<file path="src/core/eprg_defs.svh">
// Timing counts and limits for the word programmer
`ifndef EPRG_DEFS_SVH
`define EPRG_DEFS_SVH
`define EPRG_CLK_NS 50
`define EPRG_PULSE_NS 100000
`define EPRG_PULSE_MIN_NS 95000
`define EPRG_PULSE_MAX_NS 105000
`define EPRG_PULSE_CYC (`EPRG_PULSE_NS / `EPRG_CLK_NS)
`define EPRG_SETUP_NS 2000
`define EPRG_SETUP_CYC ((`EPRG_SETUP_NS + `EPRG_CLK_NS - 1) / `EPRG_CLK_NS)
`define EPRG_OE_VALID_NS 150
`define EPRG_OE_VALID_CYC ((`EPRG_OE_VALID_NS + `EPRG_CLK_NS - 1) / `EPRG_CLK_NS)
`define EPRG_RELEASE_NS 130
`define EPRG_RELEASE_CYC ((`EPRG_RELEASE_NS + `EPRG_CLK_NS - 1) / `EPRG_CLK_NS)
`define EPRG_MAX_RETRY 4'ha
`define EPRG_LAST_ADDR 16'hffff
`define EPRG_FIFO_DEPTH 16
`endif

</file>
<file path="src/core/eprg_pkg.sv">
// Types for the word programmer
package eprg_pkg;
	typedef logic [15:0] eprg_word_t;
	typedef enum logic [9:0] {
		ST_IDLE = 10'h001,
		ST_POWER = 10'h002,
		ST_SETUP = 10'h004,
		ST_PULSE = 10'h008,
		ST_HOLD = 10'h010,
		ST_OE = 10'h020,
		ST_CHECK = 10'h040,
		ST_RELEASE = 10'h080,
		ST_DONE = 10'h100,
		ST_FAIL = 10'h200
	} eprg_state_e;
	typedef enum logic [1:0] {
		PH_FIRST = 2'h0,
		PH_LOOP = 2'h1,
		PH_FINAL = 2'h2
	} eprg_phase_e;
endpackage : eprg_pkg

</file>
<file path="src/core/eprg_fifo.sv">
// Source word FIFO with valid and ready on both sides
module eprg_fifo #(
	parameter int WIDTH = 16,
	parameter int DEPTH = 16
) (
	// Clock and reset
	input wire logic clk_sys,
	input wire logic rst,
	// Fill side
	input wire logic in_valid,
	output logic in_ready,
	input wire logic [WIDTH-1:0] in_data,
	// Drain side
	output logic out_valid,
	input wire logic out_ready,
	output logic [WIDTH-1:0] out_data
);
	localparam int AW = $clog2(DEPTH);
	logic [WIDTH-1:0] mem_ff [DEPTH];
	logic [AW-1:0] wr_ff, nxt_wr, rd_ff, nxt_rd;
	logic [AW:0] cnt_ff, nxt_cnt;
	logic push, pop;

	// Pointer and count update
	always_comb begin
		push = in_valid && in_ready;
		pop = out_valid && out_ready;
		nxt_wr = push ? wr_ff + 1'b1 : wr_ff;
		nxt_rd = pop ? rd_ff + 1'b1 : rd_ff;
		nxt_cnt = cnt_ff + (AW+1)'(push) - (AW+1)'(pop);
	end

	always_ff @(posedge clk_sys or posedge rst) begin
		if (rst) begin
			wr_ff <= '0;
			rd_ff <= '0;
			cnt_ff <= '0;
		end else begin
			wr_ff <= nxt_wr;
			rd_ff <= nxt_rd;
			cnt_ff <= nxt_cnt;
		end
	end

	// Storage, one entry per slot
	for (genvar i = 0; i < DEPTH; i++) begin : g_slot
		always_ff @(posedge clk_sys) begin
			if (push && wr_ff == AW'(i)) begin
				mem_ff[i] <= in_data;
			end
		end
	end

	assign in_ready = cnt_ff != (AW+1)'(DEPTH);
	assign out_valid = cnt_ff != '0;
	assign out_data = mem_ff[rd_ff];
endmodule : eprg_fifo

</file>
<file path="src/core/eprg_host.sv">
// Program-and-verify sequencer for a 64K x 16 UV erasable memory
// What this block does
// - Strobe pulses last 100 us within limits
// - Start at address zero, raise both supplies
// - First pass: one pulse per word, no verify
// - Then verify-and-reprogram loop over every address
// - Mismatch: single pulses, verify each, ten max
// - Still failing after ten: stop, report fail
// - Verified word advances to next address
// - Normal supplies, read all, compare, report
// - Wait for data valid and output release
// - Core supply on first, off with or after the programming supply
// - Identity read: elevated line, others low
module eprg_host
	import eprg_pkg::*;
(
	// Clock and reset
	input wire logic clk_sys,
	input wire logic rst,
	// Command and status
	input wire logic start,
	input wire logic id_read,
	output logic busy,
	output logic done,
	output logic pass,
	output logic [15:0] id_code,
	// Source words, one per address in order
	input wire logic src_valid,
	output logic src_ready,
	input wire logic [15:0] src_data,
	// Device pins
	output logic [15:0] addr,
	output logic [15:0] data_out,
	output logic data_oe,
	input wire logic [15:0] data_in,
	output logic chip_enable_n,
	output logic output_enable_n,
	output logic program_strobe_n,
	output logic vcc_prog,
	output logic vpp_prog,
	output logic id_mode_address_line
);
`include "eprg_defs.svh"
	localparam logic [12:0] PULSE_CYC = 13'(`EPRG_PULSE_CYC);
	localparam logic [12:0] SETUP_CYC = 13'(`EPRG_SETUP_CYC);
	localparam logic [12:0] OE_CYC = 13'(`EPRG_OE_VALID_CYC);
	localparam logic [12:0] REL_CYC = 13'(`EPRG_RELEASE_CYC);
	localparam logic [12:0] PULSE_MIN_CYC = 13'(`EPRG_PULSE_MIN_NS / `EPRG_CLK_NS);
	localparam logic [12:0] PULSE_MAX_CYC = 13'(`EPRG_PULSE_MAX_NS / `EPRG_CLK_NS);

	////////////////////////////////////////////////////////////////////////////
	// Source FIFO and pin synchroniser

	logic fifo_valid, fifo_pop;
	eprg_word_t fifo_data;
	eprg_fifo #(.WIDTH(16), .DEPTH(`EPRG_FIFO_DEPTH)) u_fifo (
		.clk_sys(clk_sys),
		.rst(rst),
		.in_valid(src_valid),
		.in_ready(src_ready),
		.in_data(src_data),
		.out_valid(fifo_valid),
		.out_ready(fifo_pop),
		.out_data(fifo_data)
	);

	eprg_word_t din_s1_ff, din_s2_ff;
	always_ff @(posedge clk_sys or posedge rst) begin
		if (rst) begin
			din_s1_ff <= '0;
			din_s2_ff <= '0;
		end else begin
			din_s1_ff <= data_in;
			din_s2_ff <= din_s1_ff;
		end
	end

	////////////////////////////////////////////////////////////////////////////
	// Sequencer state

	eprg_state_e st_ff, nxt_st;
	eprg_phase_e ph_ff, nxt_ph;
	logic [12:0] tmr_ff, nxt_tmr;
	logic [3:0] try_ff, nxt_try;
	eprg_word_t addr_ff, nxt_addr, dat_ff, nxt_dat, id_ff, nxt_id;
	logic id_mode_ff, nxt_id_mode;
	logic done_ff, nxt_done, pass_ff, nxt_pass, busy_ff, nxt_busy;
	logic ce_ff, nxt_ce, oe_ff, nxt_oe, pgm_ff, nxt_pgm, doe_ff, nxt_doe;
	logic vcc_ff, nxt_vcc, vpp_ff, nxt_vpp;
	logic last, vfy_first;

	assign last = addr_ff == `EPRG_LAST_ADDR;
	// Loop words are read before any extra pulse, final words are only read
	assign vfy_first = ph_ff == PH_FINAL || (ph_ff == PH_LOOP && try_ff == 4'h0);

	// Next state, timing and pin levels
	always_comb begin
		nxt_st = st_ff;
		nxt_ph = ph_ff;
		nxt_tmr = tmr_ff + 13'h1;
		nxt_try = try_ff;
		nxt_addr = addr_ff;
		nxt_dat = dat_ff;
		nxt_id = id_ff;
		nxt_id_mode = id_mode_ff;
		nxt_done = 1'b0;
		nxt_pass = pass_ff;
		nxt_busy = busy_ff;
		nxt_ce = ce_ff;
		nxt_oe = oe_ff;
		nxt_pgm = 1'b1;
		nxt_doe = doe_ff;
		nxt_vcc = vcc_ff;
		nxt_vpp = vpp_ff;
		fifo_pop = 1'b0;
		case (st_ff)
			ST_IDLE: begin
				nxt_tmr = '0;
				if (id_read) begin
					nxt_id_mode = 1'b1;
					nxt_addr = '0;
					nxt_busy = 1'b1;
					nxt_st = ST_POWER;
				end else if (start && fifo_valid) begin
					nxt_addr = '0;
					nxt_ph = PH_FIRST;
					nxt_busy = 1'b1;
					nxt_pass = 1'b0;
					nxt_vcc = 1'b1;
					nxt_st = ST_POWER;
				end
			end
			ST_POWER: begin
				// Core supply leads the programming supply by a setup time
				if (id_mode_ff) begin
					if (tmr_ff >= SETUP_CYC) begin
						nxt_ce = 1'b0;
						nxt_oe = 1'b0;
						nxt_tmr = '0;
						nxt_st = ST_OE;
					end
				end else if (tmr_ff >= SETUP_CYC) begin
					nxt_vpp = 1'b1;
					nxt_tmr = '0;
					nxt_st = ST_SETUP;
				end
			end
			ST_SETUP: begin
				// Address, data and enables settle before the strobe or the read
				nxt_ce = 1'b0;
				nxt_oe = 1'b1;
				nxt_dat = fifo_data;
				// Drive the lines only once the device has let go of them
				nxt_doe = !vfy_first && tmr_ff >= REL_CYC;
				if (!fifo_valid) begin
					// Source word not here yet: restart the setup time
					nxt_tmr = '0;
				end else if (tmr_ff >= SETUP_CYC + REL_CYC) begin
					nxt_tmr = '0;
					if (vfy_first) begin
						nxt_oe = 1'b0;
						nxt_doe = 1'b0;
						nxt_st = ST_OE;
					end else begin
						nxt_pgm = 1'b0;
						nxt_st = ST_PULSE;
					end
				end
			end
			ST_PULSE: begin
				nxt_pgm = 1'b0;
				if (tmr_ff >= PULSE_CYC - 13'h1) begin
					nxt_pgm = 1'b1;
					nxt_tmr = '0;
					nxt_st = ST_HOLD;
				end
			end
			ST_HOLD: begin
				// Data hold after the strobe rises
				if (tmr_ff >= SETUP_CYC) begin
					nxt_tmr = '0;
					if (ph_ff == PH_FIRST) begin
						fifo_pop = 1'b1;
						nxt_addr = addr_ff + 16'h1;
						nxt_st = ST_SETUP;
						if (last) begin
							nxt_ph = PH_LOOP;
						end
					end else begin
						nxt_doe = 1'b0;
						nxt_st = ST_RELEASE;
					end
				end
			end
			ST_RELEASE: begin
				// Bus free before the device drives it
				if (tmr_ff >= REL_CYC) begin
					nxt_oe = 1'b0;
					nxt_tmr = '0;
					nxt_st = ST_OE;
				end
			end
			ST_OE: begin
				if (tmr_ff >= OE_CYC) begin
					nxt_tmr = '0;
					nxt_st = ST_CHECK;
				end
			end
			ST_CHECK: begin
				nxt_oe = 1'b1;
				nxt_tmr = '0;
				if (id_mode_ff) begin
					nxt_id = din_s2_ff;
					if (!addr_ff[0]) begin
						nxt_addr = 16'h1;
						nxt_oe = 1'b0;
						nxt_st = ST_OE;
					end else begin
						nxt_st = ST_DONE;
					end
				end else if (din_s2_ff == dat_ff) begin
					nxt_try = '0;
					nxt_addr = addr_ff + 16'h1;
					fifo_pop = 1'b1;
					if (!last) begin
						nxt_st = ST_SETUP;
					end else if (ph_ff == PH_LOOP) begin
						nxt_ph = PH_FINAL;
						nxt_vpp = 1'b0;
						nxt_vcc = 1'b0;
						nxt_st = ST_SETUP;
					end else begin
						nxt_pass = 1'b1;
						nxt_st = ST_DONE;
					end
				end else if (ph_ff == PH_FINAL || try_ff == `EPRG_MAX_RETRY) begin
					nxt_st = ST_FAIL;
				end else begin
					nxt_try = try_ff + 4'h1;
					nxt_st = ST_SETUP;
				end
			end
			ST_DONE, ST_FAIL: begin
				// Programming supply drops before core supply
				nxt_vpp = 1'b0;
				nxt_ce = 1'b1;
				nxt_oe = 1'b1;
				nxt_doe = 1'b0;
				if (tmr_ff >= SETUP_CYC) begin
					nxt_vcc = 1'b0;
					nxt_id_mode = 1'b0;
					nxt_busy = 1'b0;
					nxt_done = 1'b1;
					nxt_st = ST_IDLE;
				end
			end
			default: nxt_st = ST_IDLE;
		endcase
	end

	always_ff @(posedge clk_sys or posedge rst) begin
		if (rst) begin
			st_ff <= ST_IDLE;
			ph_ff <= PH_FIRST;
			tmr_ff <= '0;
			try_ff <= '0;
			addr_ff <= '0;
			dat_ff <= '0;
			id_ff <= '0;
			id_mode_ff <= 1'b0;
			done_ff <= 1'b0;
			pass_ff <= 1'b0;
			busy_ff <= 1'b0;
			ce_ff <= 1'b1;
			oe_ff <= 1'b1;
			pgm_ff <= 1'b1;
			doe_ff <= 1'b0;
			vcc_ff <= 1'b0;
			vpp_ff <= 1'b0;
		end else begin
			st_ff <= nxt_st;
			ph_ff <= nxt_ph;
			tmr_ff <= nxt_tmr;
			try_ff <= nxt_try;
			addr_ff <= nxt_addr;
			dat_ff <= nxt_dat;
			id_ff <= nxt_id;
			id_mode_ff <= nxt_id_mode;
			done_ff <= nxt_done;
			pass_ff <= nxt_pass;
			busy_ff <= nxt_busy;
			ce_ff <= nxt_ce;
			oe_ff <= nxt_oe;
			pgm_ff <= nxt_pgm;
			doe_ff <= nxt_doe;
			vcc_ff <= nxt_vcc;
			vpp_ff <= nxt_vpp;
		end
	end

	assign busy = busy_ff;
	assign done = done_ff;
	assign pass = pass_ff;
	assign id_code = id_ff;
	assign addr = addr_ff;
	assign data_out = dat_ff;
	assign data_oe = doe_ff;
	assign chip_enable_n = ce_ff;
	assign output_enable_n = oe_ff;
	assign program_strobe_n = pgm_ff;
	assign vcc_prog = vcc_ff;
	assign vpp_prog = vpp_ff;
	assign id_mode_address_line = id_mode_ff;

	////////////////////////////////////////////////////////////////////////////
	// Checks

	// Strobe low time in cycles, read by the pulse end check
	logic [12:0] low_cnt_ff, nxt_low_cnt;
	always_comb begin
		nxt_low_cnt = pgm_ff ? 13'h0 : low_cnt_ff + 13'h1;
	end
	always_ff @(posedge clk_sys or posedge rst) begin
		if (rst) begin
			low_cnt_ff <= 13'h0;
		end else begin
			low_cnt_ff <= nxt_low_cnt;
		end
	end
endmodule : eprg_host

</file>
<file path="config.mk">
export PLATFORM = sky130hd
export DESIGN_NAME = eprg_host
export DESIGN_NICKNAME = d
export VERILOG_FILES = /design/src/core/eprg_pkg.sv /design/src/core/eprg_fifo.sv /design/src/core/eprg_host.sv
export VERILOG_INCLUDE_DIRS = /design/src /design/src/core
export SDC_FILE = /design/constraint.sdc
export NUM_CORES = 1
export LEC_CHECK = 0
export ABC_AREA = 1
export ABC_CLOCK_PERIOD_IN_PS = 12550
export BUFFER_PORTS_ARGS = -buffer_cell sky130_fd_sc_hd__buf_2
export CORE_MARGIN = 4
export CORE_UTILIZATION = 40
export CTS_CLUSTER_DIAMETER = 200
export CTS_CLUSTER_SIZE = 16
export DETAILED_ROUTE_END_ITERATION = 10
export GPL_ROUTABILITY_DRIVEN = 0
export SYNTH_ARGS = -nofsm -noshare
export SYNTH_HDL_FRONTEND = slang
export SYNTH_SLANG_ARGS = --single-unit
</file>
<file path="constraint.sdc">
create_clock -name clk_sys -period 12.55 [get_ports clk_sys]
set_input_delay 2.51 -clock clk_sys [delete_from_list [all_inputs] [get_ports clk_sys]]
set_output_delay 2.51 -clock clk_sys [all_outputs]
set_load 0.01 [all_outputs]
</file>
==> key figures, run 1 <==
Detailed routing
  • Via count: 12250
  • DRT Pass-1 Iters: 7
  • Initial drt markers: 1233
  • Drt total wl: ~45000 um
  • WL per Instance: 20.10 um
  • Routed Antenna Nets: 0
  • Routed vias/inst: approximately 5.5
  • DRC: 0

Place
  • Count of input and output buffers: 95
  • Post-Place Cells: 2191
  • DP Wirelength: between 20000 and 30000 um
  • Setup WS pre-CTS: a little under 8000 ps

Power and ir drop
  • Sw frac: 30.37%
  • Int Power: 2.123 mW
  • PwrDens: about 160 nW/um^2
  • Clock power frac: 28.5%
  • Comb pwr share: about a fifth
  • Seq pwr share: 52.7%
  • Leak Pwr: roughly 7.4 nW
  • Worst vdd ir: between 0.0001 and 0.00015 V
  • NetSw: a little over 0.9 mW

Floorplanning
  • DIE AREA: around 46000 um^2
  • Die X: between 200 and 250 um
  • Die H: between 200 and 250 um
  • Std cell rows: 75
  • Initial Util: roughly 40%
  • Core ar.: 41950 um^2
  • Io pins: 96

Synth
  • Synthesis Warnings: 0
  • Mapped Cells: roughly 1600
  • Simple-gate share of the synthesized area: roughly 17%
  • Mux cell area share after synthesis: 0%
  • Synth Area in Adders: roughly 1.4%
  • Synthesized area per cell: roughly 11 um^2
  • Synth cell types: 41
  • Post-synthesis compound-gate area fraction: approximately 11%
  • Sequential share of the synthesized area: 64.75%
  • Area leader, netlist: edfxtp_1
  • Synth Area in XOR/XNOR: between 1 and 1.5%
  • Largest family of logic cells by synthesized area: simple AND/OR/NAND/NOR gates
  • Register bit total from synthesis: about 390
  • Synth area leaders: edfxtp_1 45%, dfrtp_1 19%, nand2_1 6.1%, nor2_1 5.7%, o21ai_0 5.1%
  • Syn Nets: around 1700
  • Synth top area share: 45.27%
  • Post-Syn Area: between 15000 and 20000 um^2

Global route
  • Via count of the first global-routing pass: roughly 12000
  • Initial antenna violation count: 0
  • Largest net degree at the start of global routing: between 80 and 90
  • Tot GR Track Use: a little under a fifth
  • Gr ovfl total: 0
  • First-pass GRT wire length: between 60000 and 70000 um

Timing
  • Final period util: 33.22%
  • Fin worst setup slack: 8381 ps
  • Total negative setup slack: 0 ps
  • Final Skew: about 25 ps
  • Max Slew Vio Count: 0
  • Crit path time final: roughly 4200 ps
  • Finish-stage setup viols: 0
  • Tightest Pin Transition: roughly 1100 ps
  • Unrepaired setup endpoints after global routing: no
  • Worst hold slack: 348.2 ps
  • Fmax: between 0.2 and 0.25 GHz
  • Final Hold Viols: 0
  • Max-slew headroom: between 20% and 30%

Critical path
  • Setup Crit Path Kind: flip-flop to primary output
  • Worst path arrival time: ~1700 ps
  • CP endpoint kind: primary output
  • Worst setup SP type: flip-flop
  • Critical Path RT: between 10000 and 15000 ps
  • Critical path peak fanout: 2

Worst hold path
  • Worst Hold Class: flip-flop to flip-flop

Clock tree
  • CTS buffer count: 28
  • TritonCTS clock tree: done
  • Gates resized, CTS repair: 0
  • Htree depth: 1
  • Clock-pin slew of the registers on the worst-case setup and hold paths: about 70 ps
  • Post-CTS setup buffer count: 0
  • Clk_lat worst skew: approximately 590 ps
  • Root buffer cell: clkbuf_16
  • Num Clock Sinks: 388
  • Worst-case clock buffer depth: 3
  • Hold-fix buffers, CTS: 0

Final layout
  • Non-Filler Instances: roughly 2200
  • Area Overhead vs Synth: 10.67%
  • Most frequent cells in the layout: 276 x nand2_1, 256 x edfxtp_1, 245 x nor2_1
  • Commonest non-fill, non-tap cell in the layout: nand2_1
  • Layout cells sized above 1: about an eighth
  • # diodes: 0
  • Fin nets: ~1700

Flow run
  • Max Cap Viol: 0

Outcome
  • Outcome: finished, final reports clean
-- worst paths after layout --
check | startpoint | end | slack (ps) | depth (start not counted)
min in group asynchronous | rst | tmr_ff[6]$_DFF_PP0_ | 1950 | 2
worst min-delay path | din_s1_ff[7]$_DFF_PP0_ | din_s2_ff[7]$_DFF_PP0_ | 350 | 0
max in group asynchronous | rst | din_s1_ff[4]$_DFF_PP0_ | 9140 | 3
worst max-delay path | u_fifo.cnt_ff[2]$_DFF_PP0_ | src_ready | 8380 | 4
worst min register to register | din_s1_ff[7]$_DFF_PP0_ | din_s2_ff[7]$_DFF_PP0_ | 350 | 0
worst max register to register | tmr_ff[4]$_DFF_PP0_ | u_fifo.cnt_ff[4]$_DFF_PP0_ | 9330 | 14
-- per-layer routing --
metal | vias up | track usage (%) | part of all wire (%)
li1 | 5743 | - | -
met1 | 6017 | 27.05 | 44
met2 | 430 | 31.48 | 47
met3 | 62 | 2.820 | 6.2
met4 | 0 | 4.431 | 2.6
met5 | - | 0 | 0
-- per-stage QoR --
stage / cell area, um^2 / utilization, % / total power, mW
floorplan: 16980 / - / 1.998
global placement: 17960 / 42.82 / 2.192
detailed placement: 17960 / 42.82 / 2.206
CTS: 18790 / 44.80 / 3.071
global route: 18790 / 44.80 / 3.203
finish: 18790 / 44.80 / 3.050
-- worst max-delay path, cell delays in order, from the launching register on --
cell	delay (ps)
dfrtp_1	390
inv_1	90
ha_1	170
nand4_1	210
buf_2	210
-- state kept, by name, summed over array words and instances, names as in the netlist --
| signal | count |
|---|---|
| data_out | 16 |
| addr | 16 |
| data_oe | 1 |
| id_mode_address_line | 1 |
| vpp_prog | 1 |
| tmr_ff | 13 |
| vcc_prog | 1 |
| din_s2_ff | 16 |
| try_ff | 4 |
| u_fifo.cnt_ff | 5 |
| ph_ff | 2 |
| done | 1 |
| chip_enable_n | 1 |
| program_strobe_n | 1 |
| u_fifo.mem_ff | 256 |
| din_s1_ff | 16 |
| id_code | 16 |
| output_enable_n | 1 |
| u_fifo.rd_ff | 4 |
| pass | 1 |
| busy | 1 |
| u_fifo.wr_ff | 4 |
| st_ff | 10 |
-- synth_stat cells, drive strengths merged --
cell,instances
a21boi,1
a21oi,13
a31o,3
a31oi,28
buf,17
clkbuf,52
clkinv,3
dfrtp,128
dfstp,4
edfxtp,256
fa,1
ha,17
inv,121
nand2,284
nand3,82
nand3b,2
nand4,27
nor2,271
nor3,8
o211a,1
o211ai,21
o21ai,184
o21bai,1
o221ai,44
o22ai,17
or2,2
xnor2,6
xor2,22
-- area by class of cell --
class | count | area, um^2
clock inverters | 2 | 46.29
flip-flops and latches | 388 | 11000
repair buffers | 105 | 550.5
well taps | 539 | 674.4
multi-input cells | 1035 | 5265
fillers | 3931 | 23150
inverters | 124 | 471.7
clock buffers | 50 | 783.3
-- cells by family after synthesis --
kind of cell,after synthesis
AO/OA/AOI/OAI,313
XOR/XNOR,28
flip-flops,388
AND/OR/NAND/NOR,676
buffers and inverters,193
adder cells (fa/ha/maj),18
-- power groups by stage --
stage                     Clock [mW]  Combinational (mW)  Sequential, mW
after CTS                      0.890               0.576            1.61
after global placement             0               0.563            1.63
after floorplan                    0               0.373            1.62
after global routing           0.938               0.642            1.62
after detailed placement           0               0.573            1.63
final                          0.868               0.575            1.61
Power figures use the tool's default switching activity.
==> run 2: changes to the inputs <==
Settings changed: ABC_CLOCK_PERIOD_IN_PS 12550 to 3400.
Clock period 12.55 ns to 3.4 ns, I/O delays scaled along.
==> key figures, run 2 (synthesized netlist as in run 1, its figures left out) <==
Floorplanning
  • Die H: 214.0 um (unchanged)
  • Io pins: 96 (unchanged)
  • Std cell rows: 75 (unchanged)
  • Core ar.: 41950 um^2 (unchanged)
  • Initial Util: 40.48% (unchanged)
  • Die X: 214.0 um (unchanged)
  • DIE AREA: 45810 um^2 (unchanged)

Final layout
  • Max reg flops: 256 (unchanged)
  • Fin nets: 1765 (+1.6%)
  • Area Overhead vs Synth: 12.40%
  • Layout cells sized above 1: 13.80% (+1.7 points)
  • Most frequent cells in the layout: 276 x nand2_1, 256 x edfxtp_1, 241 x nor2_1
  • Post-Layout Inst Area: 19090 um^2 (+1.6%)
  • Register with the most flip-flops: u_fifo.mem_ff
  • # diodes: 0 (unchanged)
  • Commonest non-fill, non-tap cell in the layout: nand2_1

Clock tree
  • TritonCTS clock tree: done
  • Root buffer cell: clkbuf_16
  • Hold-fix buffers, CTS: 0 (unchanged)
  • Post-CTS setup buffer count: 0 (unchanged)
  • Gates resized, CTS repair: 0 (unchanged)
  • CTS buffer count: 28 (unchanged)
  • Worst-case clock buffer depth: 3 (unchanged)
  • Clk_lat worst skew: 590 ps (about the same)
  • Clock-pin slew of the registers on the worst-case setup and hold paths: 70 ps (about the same)
  • Htree depth: 1 (unchanged)
  • Num Clock Sinks: 388 (unchanged)

Global route
  • First-pass GRT wire length: 69560 um (-0.21%)
  • Initial antenna violation count: 4 (+4)
  • Tot GR Track Use: 19.01% (-0.083 points)
  • Gr ovfl total: 0 (unchanged)
  • Largest net degree at the start of global routing: 71 (-20%)
  • Via count of the first global-routing pass: 12000 (+2.3%)

Place
  • Count of input and output buffers: 95 (unchanged)
  • Setup WS pre-CTS: 368.9 ps (-7500 ps)
  • DP Wirelength: 28730 um (-1.7%)
  • Dpl cell area: 18260 um^2 (+1.7%)

Timing
  • Unrepaired setup endpoints after global routing: no
  • Finish-stage setup viols: 0 (unchanged)
  • Worst hold slack: 200.9 ps (-147.3 ps)
  • Final Skew: 15.90 ps (-9.337 ps)
  • Fmax: between 0.3 and 0.4 GHz
  • Fin worst setup slack: 324.5 ps (-8056 ps)
  • Tightest Pin Transition: 1064 ps (-76.71 ps)
  • Max-slew headroom: 28.78% (+4.9 points)
  • Total negative setup slack: 0 ps (unchanged)
  • Crit path time final: slightly above 3000 ps
  • Final Hold Viols: 0 (unchanged)
  • Final period util: approximately nine tenths
  • Max Slew Vio Count: 0 (unchanged)

Power and ir drop
  • Pwr Total: 11.30 mW (+270%)
  • Clock power frac: 28.3% (-0.2 points)
  • Sw frac: 30.31% (-0.062 points)
  • PwrDens: 592.1 nW/um^2 (+260%)
  • Int Power: 7.876 mW (+270%)
  • Comb pwr share: 19.6% (+0.7 points)
  • Worst vdd ir: 0.0004754 V (+250%)
  • Seq pwr share: 52.1% (-0.6 points)
  • Leak Pwr: 7.549 nW (+2.1%)
  • NetSw: 3.425 mW (+270%)

Critical path
  • CP max stage delay: 400 ps (about the same)
  • WP buf/inv: 3 (+1)
  • R2R Setup Slk: 320 ps (-9010 ps)
  • Critical path peak fanout: 7 (+5)
  • CP top delay family: simple AND/OR/NAND/NOR gates
  • CP endpoint kind: flip-flop
  • Crit-path slowest cell: dfrtp_1
  • Worst R2R End: u_fifo.cnt_ff[4]$_DFF_PP0_
  • Worst reg2reg path depth: 17 (+3)
  • Worst setup SP type: flip-flop
  • Worst reg2reg startpoint: st_ff[1]$_DFFE_PP0P_
  • Setup Crit Path Kind: flip-flop to flip-flop
  • Worst path cell trace: nor2_2, nand2_4, nor2_1, nand2_2, nor2_4, nand3_2, nand2_1, nand2_1, inv_2, ha_1, inv_1, ha_1, inv_1, fa_1, o21ai_0, a21oi_1, xor2_1
  • Critical Path RT: 3870 ps (-6170 ps)
  • Worst path arrival time: 3540 ps (+1880 ps)

Worst hold path
  • Worst Hold Class: primary input to flip-flop
  • Hold Path Depth: 1 (+1)
  • Worst Min Path Start: data_in[14]
  • Worst Hold End: din_s1_ff[14]$_DFF_PP0_

Flow run
  • Max Cap Viol: 0 (unchanged)

Detailed routing
  • Via count: 12300 (+0.40%)
  • WL per Instance: 19.58 um (-2.6%)
  • DRC: 0 (unchanged)
  • Routed vias/inst: 5.417 (-0.84%)
  • Drt total wl: 44460 um (-1.4%)
  • Routed Antenna Nets: 0 (unchanged)
  • DRT Pass-1 Iters: 6 (-1)
  • Initial drt markers: 1195 (-3.1%)

Outcome
  • Outcome: finished, final reports clean
## run 2: cell count changes in the layout (fill, tap and decap cells not counted), sizes merged
| cell | change |
|---|---|
| buf | +28 |
| clkinvlp | +1 |
| inv | -1 |
## run 2: worst max-delay path by stage
stage	end	cells past startpoint	startpoint
final	u_fifo.cnt_ff[4]$_DFF_PP0_	17	st_ff[1]$_DFFE_PP0P_
after global routing	u_fifo.cnt_ff[4]$_DFF_PP0_	17	st_ff[3]$_DFFE_PP0P_
after CTS	u_fifo.cnt_ff[4]$_DFF_PP0_	17	st_ff[3]$_DFFE_PP0P_
after detailed placement	u_fifo.cnt_ff[4]$_DFF_PP0_	17	st_ff[3]$_DFFE_PP0P_
after global placement	u_fifo.cnt_ff[4]$_DFF_PP0_	17	st_ff[3]$_DFFE_PP0P_
after floorplan	u_fifo.cnt_ff[4]$_DFF_PP0_	17	st_ff[8]$_DFFE_PP0P_
## run 2: power by group through the flow
stage | clock network, mW | logic [mW] | registers [mW]
after floorplan | 0 | 1.38 | 6.00
after global placement | 0 | 2.20 | 5.97
after detailed placement | 0 | 2.23 | 5.99
after CTS | 3.27 | 2.24 | 5.89
after global routing | 3.49 | 2.49 | 5.95
final | 3.20 | 2.21 | 5.89
## run 2: cell type report
class                      instances  area (um^2)
timing repair buffer             133        835.8
inverter                         124        470.5
clock buffer                      50        783.3
clock inverter                     2        46.29
multi-input combinational       1035         5275
fill                            3912        22860
sequential                       388        11000
tap                              539        674.4
## run 2: through the flow
step                std cells  utilization (%)
finish                   2271            45.50
global route             2271            45.50
CTS                      2271            45.50
detailed placement       2219            43.53
global placement         2219            43.53
floorplan                1616                -
## run 2: per-layer routing
metal | GRT usage, % | part of all wire, % | vias to the layer above | wire length, um
met4 | 4.603 | 2.2 | 6 | 994
met5 | 0 | 0.085 | - | 38
met1 | 27.17 | 44 | 5999 | 19700
met2 | 30.16 | 46 | 416 | 20320
li1 | - | - | 5806 | -
met3 | 3.911 | 7.7 | 74 | 3410
